`config.mk`:
```
export PLATFORM = sky130hd
export DESIGN_NAME = pdac_partial_ctrl
export DESIGN_NICKNAME = d
export VERILOG_FILES = /design/src/verilog/pdac_pkg.sv /design/src/verilog/pdac_partial_ctrl.sv
export SDC_FILE = /design/constraint.sdc
export NUM_CORES = 1
export LEC_CHECK = 0
export BUFFER_PORTS_ARGS = -buffer_cell sky130_fd_sc_hd__buf_2
export CORE_MARGIN = 10
export CORE_UTILIZATION = 50
export CTS_BUF_LIST = sky130_fd_sc_hd__clkbuf_4 sky130_fd_sc_hd__clkbuf_8
export DETAILED_ROUTE_END_ITERATION = 16
export PLACE_DENSITY_LB_ADDON = 0.1
export SYNTH_ARGS = -nofsm -noshare
export SYNTH_HDL_FRONTEND = slang
export SYNTH_SLANG_ARGS = --single-unit
```
`constraint.sdc`:
```
create_clock -name ref_clk -period 5 [get_ports ref_clk]
set_clock_uncertainty 0.05 [all_clocks]
set_input_delay 1.25 -clock ref_clk [delete_from_list [all_inputs] [get_ports ref_clk]]
set_output_delay 1.25 -clock ref_clk [all_outputs]
set_load 0.1 [all_outputs]
```
`src/verilog/pdac_pkg.sv`:
```
// Package: register map, field layout and reset values of the partial area control
package pdac_pkg;
	localparam int unsigned PDAC_ADDR_W = 5;
	localparam int unsigned PDAC_DATA_W = 32;
	localparam int unsigned PDAC_LINE_W = 8;
	localparam int unsigned PDAC_PIX_W = 16;
	// ----------------------------------------
	// Register byte offsets
	// ----------------------------------------
	localparam logic [PDAC_ADDR_W-1:0] PDAC_OFF_CTRL = 5'h00;
	localparam logic [PDAC_ADDR_W-1:0] PDAC_OFF_A1_START = 5'h04;
	localparam logic [PDAC_ADDR_W-1:0] PDAC_OFF_A2_START = 5'h08;
	localparam logic [PDAC_ADDR_W-1:0] PDAC_OFF_A1_COUNT = 5'h0C;
	localparam logic [PDAC_ADDR_W-1:0] PDAC_OFF_A2_COUNT = 5'h10;
	localparam logic [PDAC_ADDR_W-1:0] PDAC_OFF_COLOUR = 5'h14;
	localparam logic [PDAC_ADDR_W-1:0] PDAC_OFF_SCROLL = 5'h18;
	localparam logic [PDAC_ADDR_W-1:0] PDAC_OFF_STATUS = 5'h1C;
	// ----------------------------------------
	// Field positions and reset values
	// ----------------------------------------
	localparam int unsigned PDAC_CTRL_PARTIAL_BIT = 0;
	localparam int unsigned PDAC_ST_ACTIVE_BIT = 0;
	localparam int unsigned PDAC_ST_A2_BIT = 1;
	localparam int unsigned PDAC_ST_INAREA_BIT = 2;
	localparam logic [PDAC_LINE_W-1:0] PDAC_LINE_RST = 8'h00;
	localparam logic [PDAC_PIX_W-1:0] PDAC_COLOUR_RST = 16'h0000;
	localparam logic [PDAC_LINE_W-1:0] PDAC_COUNT_NONE = 8'h00;
endpackage

```
`src/verilog/pdac_partial_ctrl.sv`:
```
// Module: partial display area control with Avalon-MM register slave
//
// Design decisions made here: the placing of the registers and register access over Avalon-MM.
`timescale 1ns/1ps
// Function
// - Each area starts at its own start line
// - Count of one gives one-line area
// - Count zero means no area, normal display
// - Lines outside areas show off-area colour
// - Second area only when first count nonzero
// - Overlapping second area is ignored entirely
// - Partial mode drops scroll writes, no scroll
// - Count is taken directly as lines
module pdac_partial_ctrl #(
	parameter int unsigned LINE_W = pdac_pkg::PDAC_LINE_W,
	parameter int unsigned PIX_W = pdac_pkg::PDAC_PIX_W
) (
	input wire logic ref_clk,
	input wire logic rst,
	input wire logic [pdac_pkg::PDAC_ADDR_W-1:0] avs_address,
	input wire logic avs_read,
	input wire logic avs_write,
	input wire logic [pdac_pkg::PDAC_DATA_W-1:0] avs_writedata,
	output logic [pdac_pkg::PDAC_DATA_W-1:0] avs_readdata,
	output logic avs_waitrequest,
	input wire logic line_valid,
	input wire logic [LINE_W-1:0] line_num,
	input wire logic [PIX_W-1:0] pix_in,
	output logic [PIX_W-1:0] pix_out,
	output logic pix_valid,
	output logic line_shown,
	output logic [LINE_W-1:0] scroll_step
);
	import pdac_pkg::*;

	// ----------------------------------------
	// Area arithmetic
	// ----------------------------------------
	// One extra bit so start plus count never wraps past the last line
	function automatic logic [LINE_W:0] area_end(input logic [LINE_W-1:0] s,
		input logic [LINE_W-1:0] c);
		area_end = {1'b0, s} + {1'b0, c};
	endfunction

	function automatic logic in_area(input logic [LINE_W-1:0] l,
		input logic [LINE_W-1:0] s, input logic [LINE_W-1:0] c);
		in_area = ({1'b0, l} >= {1'b0, s}) && ({1'b0, l} < area_end(s, c));
	endfunction

	logic partial_en_r;
	logic [LINE_W-1:0] a1_start_r;
	logic [LINE_W-1:0] a2_start_r;
	logic [LINE_W-1:0] a1_count_r;
	logic [LINE_W-1:0] a2_count_r;
	logic [PIX_W-1:0] colour_r;
	logic [LINE_W-1:0] scroll_r;
	logic [pdac_pkg::PDAC_DATA_W-1:0] rdata_nxt;
	logic [pdac_pkg::PDAC_DATA_W-1:0] readdata_r;
	logic waitreq_r;
	logic wr_commit;
	logic a1_on;
	logic overlap;
	logic a2_on;
	logic partial_active;
	logic show_line;
	logic [PIX_W-1:0] pix_r;
	logic pix_valid_r;
	logic shown_r;

	// ----------------------------------------
	// Area decisions
	// ----------------------------------------
	assign a1_on = (a1_count_r != PDAC_COUNT_NONE);
	assign partial_active = partial_en_r && a1_on;
	// Intervals [s,e) intersect when each starts before the other ends
	assign overlap = ({1'b0, a2_start_r} < area_end(a1_start_r, a1_count_r)) &&
		({1'b0, a1_start_r} < area_end(a2_start_r, a2_count_r));
	assign a2_on = a1_on && (a2_count_r != PDAC_COUNT_NONE) && !overlap;
	assign show_line = !partial_active || in_area(line_num, a1_start_r, a1_count_r) ||
		(a2_on && in_area(line_num, a2_start_r, a2_count_r));

	// ----------------------------------------
	// Avalon-MM slave: one wait cycle per access
	// ----------------------------------------
	assign wr_commit = avs_write && !waitreq_r;

	always_ff @(posedge ref_clk or posedge rst) begin
		if (rst) begin
			waitreq_r <= 1'b1;
		end else if (!waitreq_r) begin
			waitreq_r <= 1'b1;
		end else if (avs_read || avs_write) begin
			waitreq_r <= 1'b0;
		end
	end

	always_comb begin
		rdata_nxt = '0;
		case (avs_address)
			PDAC_OFF_CTRL: rdata_nxt[PDAC_CTRL_PARTIAL_BIT] = partial_en_r;
			PDAC_OFF_A1_START: rdata_nxt[LINE_W-1:0] = a1_start_r;
			PDAC_OFF_A2_START: rdata_nxt[LINE_W-1:0] = a2_start_r;
			PDAC_OFF_A1_COUNT: rdata_nxt[LINE_W-1:0] = a1_count_r;
			PDAC_OFF_A2_COUNT: rdata_nxt[LINE_W-1:0] = a2_count_r;
			PDAC_OFF_COLOUR: rdata_nxt[PIX_W-1:0] = colour_r;
			PDAC_OFF_SCROLL: rdata_nxt[LINE_W-1:0] = scroll_r;
			PDAC_OFF_STATUS: begin
				rdata_nxt[PDAC_ST_ACTIVE_BIT] = partial_active;
				rdata_nxt[PDAC_ST_A2_BIT] = a2_on;
				rdata_nxt[PDAC_ST_INAREA_BIT] = shown_r;
			end
			default: rdata_nxt = '0;
		endcase
	end

	always_ff @(posedge ref_clk or posedge rst) begin
		if (rst) begin
			readdata_r <= '0;
		end else if (avs_read && waitreq_r) begin
			readdata_r <= rdata_nxt;
		end
	end

	always_ff @(posedge ref_clk or posedge rst) begin
		if (rst) begin
			partial_en_r <= 1'b0;
			a1_start_r <= PDAC_LINE_RST;
			a2_start_r <= PDAC_LINE_RST;
			a1_count_r <= PDAC_COUNT_NONE;
			a2_count_r <= PDAC_COUNT_NONE;
			colour_r <= PDAC_COLOUR_RST;
		end else if (wr_commit) begin
			case (avs_address)
				PDAC_OFF_CTRL: partial_en_r <= avs_writedata[PDAC_CTRL_PARTIAL_BIT];
				PDAC_OFF_A1_START: a1_start_r <= avs_writedata[LINE_W-1:0];
				PDAC_OFF_A2_START: a2_start_r <= avs_writedata[LINE_W-1:0];
				PDAC_OFF_A1_COUNT: a1_count_r <= avs_writedata[LINE_W-1:0];
				PDAC_OFF_A2_COUNT: a2_count_r <= avs_writedata[LINE_W-1:0];
				PDAC_OFF_COLOUR: colour_r <= avs_writedata[PIX_W-1:0];
				default: ;
			endcase
		end
	end

	// Scroll step kept apart: its write is dropped while partial mode runs
	always_ff @(posedge ref_clk or posedge rst) begin
		if (rst) begin
			scroll_r <= PDAC_LINE_RST;
		end else if (wr_commit && (avs_address == PDAC_OFF_SCROLL) && !partial_active) begin
			scroll_r <= avs_writedata[LINE_W-1:0];
		end
	end

	// ----------------------------------------
	// Line and pixel path, one register stage
	// ----------------------------------------
	always_ff @(posedge ref_clk or posedge rst) begin
		if (rst) begin
			pix_r <= PDAC_COLOUR_RST;
			pix_valid_r <= 1'b0;
			shown_r <= 1'b0;
		end else begin
			pix_valid_r <= line_valid;
			if (line_valid) begin
				shown_r <= show_line;
				pix_r <= show_line ? pix_in : colour_r;
			end
		end
	end

	always_ff @(posedge ref_clk or posedge rst) begin
		if (rst) begin
			scroll_step <= PDAC_LINE_RST;
		end else begin
			scroll_step <= partial_active ? PDAC_LINE_RST : scroll_r;
		end
	end

	assign avs_readdata = readdata_r;
	assign avs_waitrequest = waitreq_r;
	assign pix_out = pix_r;
	assign pix_valid = pix_valid_r;
	assign line_shown = shown_r;
endmodule

```
Yosys cells after proc, flatten, opt, wreduce, memory -nomap -nowiden
Cells that the tools add are included.
- latch bits: 0
- word-level logic and storage cells: 62
- memory bits (writable): 0
- input bits: 66
- register bits: 100
- output and inout port bits: 59
- memories: 0
- bits in read-only memories: 0
- bitwise logic cells: 0
- $add $sub $neg: 2
- divide/modulo/power cells: 0
- $mul: 0
- equal/unequal tests: 7
- mux-type cells: 8
- $lt $le $gt $ge: 6
- shifts and indexed selects: 0
- reduce and logical (&&, ||, !) cells: 26
- operator list (operator ; count):
    $lt 8x9->1 ; 4
    $pmux 5 s6 ; 1
    $eq 5x5->1 const B ; 4
    $add 8x8->9 ; 2
    $ge 8x8->1 ; 2
    $mux 16 ; 1
    $mux 8 ; 2
    $reduce_bool 8->1 ; 2
    $pmux 2 s7 ; 1
    $reduce_and 2->1 ; 6
    $logic_and 1x1->1 ; 11
    $eq 5x4->1 const B ; 2
    $pmux 1 s8 ; 1
    $eq 5x3->1 const B ; 1
    $logic_not 5->1 ; 1
    $logic_not 1->1 ; 3
    $logic_or 1x1->1 ; 3
    $mux 1 ; 2

Logic depth before layout (Yosys ltp)
- word-level depth: 8
- gate-level depth with buffers: 17
- gate-level depth less buffers: 15

Worst setup path after synthesis
No wires, ideal clock.
- path type: flip-flop to flip-flop
- start point: register a2_start_r[1]
- end point: register pix_r[0] (netlist: pix_out[0])
- path buffers: 2
- setup slack: 1.479 ns
- setup time: 0.082 ns
- data required time: 4.868 ns
- clock period less this slack: 3.521 ns
- data arrival time: 3.389 ns
- stages on the path, launching flop included: 18
- cell sequence: dfrtp_1 > ha_1 > a21o_1 > a21oi_1 > o21bai_1 > a21oi_1 > xnor2_1 > ha_1 > and2_1 > a22o_1 > a311o_1 > o221ai_1 > a2111o_1 > a211o_1 > buf_2 > buf_6 > nand3_1 > a31oi_1
- cells in the longest elaborated chain, start to end: 8
- elaborated cells on any way between the ends: 12
- those cells by class: add/sub: 1; order compare: 4; mux: 1; reduce/logical: 6
- RTL lines (item ; RTL line ; text):
    start: declaration ; pdac_partial_ctrl.sv:52 ; logic [LINE_W-1:0] a2_start_r;
    start signal: assignment ; pdac_partial_ctrl.sv:136 ; PDAC_OFF_A2_START: a2_start_r <= avs_writedata[LINE_W-1:0];
    $add 8x8->9 ; pdac_partial_ctrl.sv:42 ; area_end = {1'b0, s} + {1'b0, c};
    $lt 8x9->1 ; pdac_partial_ctrl.sv:77 ; ({1'b0, a1_start_r} < area_end(a2_start_r, a2_count_r));
    $logic_and 1x1->1 ; pdac_partial_ctrl.sv:76 ; assign overlap = ({1'b0, a2_start_r} < area_end(a1_start_r, a1_count_r)) &&
    $logic_not 1->1 ; pdac_partial_ctrl.sv:78 ; assign a2_on = a1_on && (a2_count_r != PDAC_COUNT_NONE) && !overlap;
    $logic_and 1x1->1 ; pdac_partial_ctrl.sv:78 ;
    $logic_and 1x1->1 (*) ; pdac_partial_ctrl.sv:80 ; (a2_on && in_area(line_num, a2_start_r, a2_count_r));
    $logic_or 1x1->1 (*) ; pdac_partial_ctrl.sv:79 ; assign show_line = !partial_active || in_area(line_num, a1_start_r, a1_count_r) ||
    $mux 16 (*) ; pdac_partial_ctrl.sv:166 ; pix_r <= show_line ? pix_in : colour_r;
    end signal: assignment ; pdac_partial_ctrl.sv:166 ;
    end: declaration ; pdac_partial_ctrl.sv:66 ; logic [PIX_W-1:0] pix_r;
Mark *: on every way between the ends. The rest lies on a longest branch, timed or not.
A chain may end at the register's enable or synchronous reset.

Worst setup path in the final report
- start point: register a2_count_r[1]
- end point: register pix_r[12] (netlist: pix_out[12])
- cells in the longest elaborated chain, start to end: 8
- elaborated cells on any way between the ends: 12
- those cells by class: add/sub: 1; order compare: 2; mux: 1; reduce/logical: 8
- RTL lines (item ; RTL line ; text):
    start: declaration ; pdac_partial_ctrl.sv:54 ; logic [LINE_W-1:0] a2_count_r;
    start signal: assignment ; pdac_partial_ctrl.sv:138 ; PDAC_OFF_A2_COUNT: a2_count_r <= avs_writedata[LINE_W-1:0];
    $add 8x8->9 ; pdac_partial_ctrl.sv:42 ;
    $lt 8x9->1 ; pdac_partial_ctrl.sv:77 ;
    $logic_and 1x1->1 ; pdac_partial_ctrl.sv:76 ;
    $logic_not 1->1 ; pdac_partial_ctrl.sv:78 ;
    $logic_and 1x1->1 ; pdac_partial_ctrl.sv:78 ;
    $logic_and 1x1->1 (*) ; pdac_partial_ctrl.sv:80 ;
    $logic_or 1x1->1 (*) ; pdac_partial_ctrl.sv:79 ;
    $mux 16 (*) ; pdac_partial_ctrl.sv:166 ;
Marked as above.

==> reports/qor.yml <==
cells_and_area:
  fin_area_um2: 6744
  area_delta_synth_final_pct: 11.18
  drive_above_1_share_pct: 26.67
  nFillCells: 1081
  multiInputGateArea_um2: 3286
  diodes: 0
  layout.nets: 779
  layout.cells.non_filler: 807
  regArea_um2: 2504
  fin_util_pct: 56.38
routing:
  avgViaCountPerCell: 5.895
  drt_iter0_markers: 339
  vias: 4757
  dr.pass1.iters: 4
  post-route-drc-count: 0
  wl_um: 16480
  routedWlPerCell_um: 20.42
  ant_nets: 0
timing:
  finalCritPeriodShare_pct: 82.92
  maxSlewViolCount: 0
  finalCriticalPeriod_ns: 4.146
  setup_slack_ns: 0.8540
  slew_headroom_pct: 46.50
  hold_viol_final: 0
  max_freq_ghz: 0.2412
  rsz0062_at_grt: "no"
  hold_ws_ns: 0.4391
  setup_tns_ns: 0
  worst_slew_pin_slew_ns: 0.8005
  setup_viol: 0
worst_setup_path:
  path_class: "reg -> reg"
  start_kind: "register"
  cp_max_fo: 16
  slowest_delay_ns: 0.66
  crit_slowest_cell: "a211oi_4"
  path_cells: "ha_1, a21o_1, a21oi_1, o21bai_1, a21oi_1, xnor2_1, ha_1, and2_1, a22o_1, a311o_1, a31oi_1, a2111o_1, a211oi_4, o21ai_0, a31oi_1"
  critPathRequiredTime_ns: 5.26
  crit_arrival_ns: 4.41
  end_kind: "register"
global_routing:
  gr-total-overflow: 0
  antenna_found_initial: 0
  grt_pass1_wl_um: 26050
  grt_use_total_pct: 19.77
  grt_max_degree: 61
  grt_pass1_vias: 4894
synthesis:
  ys_seq_area_share_pct: 41.27
  synth_cells: 577
  async_reset_ff_share_pct: 100.0
  syn_avg_cell_area_um2: 10.51
  synth-edff-count: 0
  synth_top_area_share_pct: 40.84
  synth-main-ff-cell: "dfrtp_1"
  synth_area_um2: 6066
  yosysWarnings: 0
  yosysMostFrequentCell: "dfrtp_1"
  ys_top_cells_by_count: "99 x dfrtp_1, 56 x ha_1, 56 x mux2_2"
  yosysUniqueCellTypes: 58
  synth_area_leaders: "dfrtp_1 41%, ha_1 12%, mux2_2 10%"
  synth_top_area_cell: "dfrtp_1"
  synth-seq-cells: 100
run_status:
  status: "finished clean"
clock_network:
  cts_buffers: 9
  tritoncts: "done"
  clk_latency_ns: 0.39
  cts_root_buffer: "clkbuf_8"
  clk_pin_slew_worst_paths_ns: 0.10
  post-cts-setup-buffer-count: 0
  clkSinkCount: 100
  htreeDepth: 3
  cts_resized: 0
  cts-hold-fix-buffers: 0
  cts_max_path_buffers: 2
floorplan:
  start_util_pct: 50.71
  ios: 125
  core_um2: 11960
  dieArea_um2: 16940
  fp.dieW_um: 130.1
  die_height_um: 130.1
  num_rows: 40
place:
  place_area_um2: 6549
  gp_congestion: 0.8427
  portBuffers: 92
  numPlacedInstances: 791
  preCtsSetupSlack_ns: 0.8815
  hpwl_um: 12530
power:
  p_leak_nw: 3.319
  p_total_mw: 2.820
  ir_drop_mv: 0.1799
  powerDensity_nw_per_um2: 418.1
worst_hold_path:
  min_path_type: "reg -> reg"
flow_run:
  cap_violations: 0
power breakdown:
| group | total, mW | internal, mW | leakage (nW) | switching, mW |
|---|---|---|---|---|
| logic | 1.27 | 0.402 | 1.94 | 0.865 |
| registers | 1.03 | 0.918 | 1.28 | 0.115 |
| clock network | 0.519 | 0.224 | 0.0990 | 0.295 |
cell type report:
type                       count  area share [%]
multi-input combinational    424           48.72
sequential                   100           37.12
timing repair buffer          94           7.050
tap                          147           2.727
clock buffer                  12           2.449
inverter                      26           1.484
clock inverter                 4          0.4453
worst paths after layout:
path,startpoint,end,slack [ns],cells after the start
setup reg to reg,a2_count_r[1]$_DFFE_PP0P_,pix_out[12]$_DFFE_PP0P_,0.85,15
max in group asynchronous,rst,a1_count_r[5]$_DFFE_PP0P_,2.93,3
min in group asynchronous,rst,pix_out[1]$_DFFE_PP0P_,0.94,2
hold reg to reg,avs_readdata[1]$_DFFE_PP0P_,avs_readdata[1]$_DFFE_PP0P_,0.44,2
hold / removal,avs_readdata[1]$_DFFE_PP0P_,avs_readdata[1]$_DFFE_PP0P_,0.44,2
setup / recovery,a2_count_r[1]$_DFFE_PP0P_,pix_out[12]$_DFFE_PP0P_,0.85,15
cells in the final DEF (no fill, tap or decap), types with 3 or more instances in the layout:
master,Yosys,final
ha_1,56,56
a221oi_1,6,6
xnor2_1,4,4
nor2b_1,5,5
buf_2,2,92
nand2_1,30,30
o21a_1,8,8
conb_1,1,16
mux2i_1,8,8
nand2b_1,6,6
inv_1,26,25
a211o_1,3,3
and2_1,11,11
xor2_1,4,4
o21ai_1,10,10
a31oi_1,21,21
nor2_1,28,28
o21bai_1,5,5
a211oi_1,3,3
o221ai_1,3,3
a22o_1,16,16
o21ai_0,28,28
o31a_1,3,3
mux2_2,56,56
dfrtp_1,99,99
a21oi_1,30,30
clkbuf_8,0,12
nor4_1,4,4
nand3_1,17,17
a21o_1,12,12
per-layer routing:
layer | track usage [%] | vias to the layer above | wire length (um) | part of all wire, %
met5 | 0 | - | 0 | 0
met4 | 6.085 | 0 | 259 | 1.6
met3 | 3.448 | 19 | 1035 | 6.3
met2 | 31.95 | 133 | 7890 | 48
met1 | 26.43 | 2361 | 7291 | 44
li1 | - | 2244 | - | -
worst max-delay path, delay by kind of cell (launching register included):
family	cells	cell delay (ns)
DFF	1	0.46
xor gates and xnor gates	1	0.14
AOI/OAI and AO/OA	11	2.65
and+or+nand+nor	1	0.14
adders and majority gates	2	0.61
state kept, by name, summed over array words and instances (netlist names):
name             count
avs_readdata        16
colour_r            16
pix_out             16
a1_count_r           8
a1_start_r           8
a2_count_r           8
a2_start_r           8
scroll_r             8
scroll_step          8
avs_waitrequest      1
line_shown           1
partial_en_r         1
pix_valid            1
cell families after synthesis:
group	after synthesis	synth area share (%)
adders and majority gates	59	12.38
DFF	100	41.27
and+or+nand+nor	111	8.828
xor gates and xnor gates	8	1.155
AOI/OAI and AO/OA	165	18.73
other	1	0.06182
buffers and inverters	68	5.487
muxes	65	12.09
Note: power is estimated with default switching activity, not from simulation.
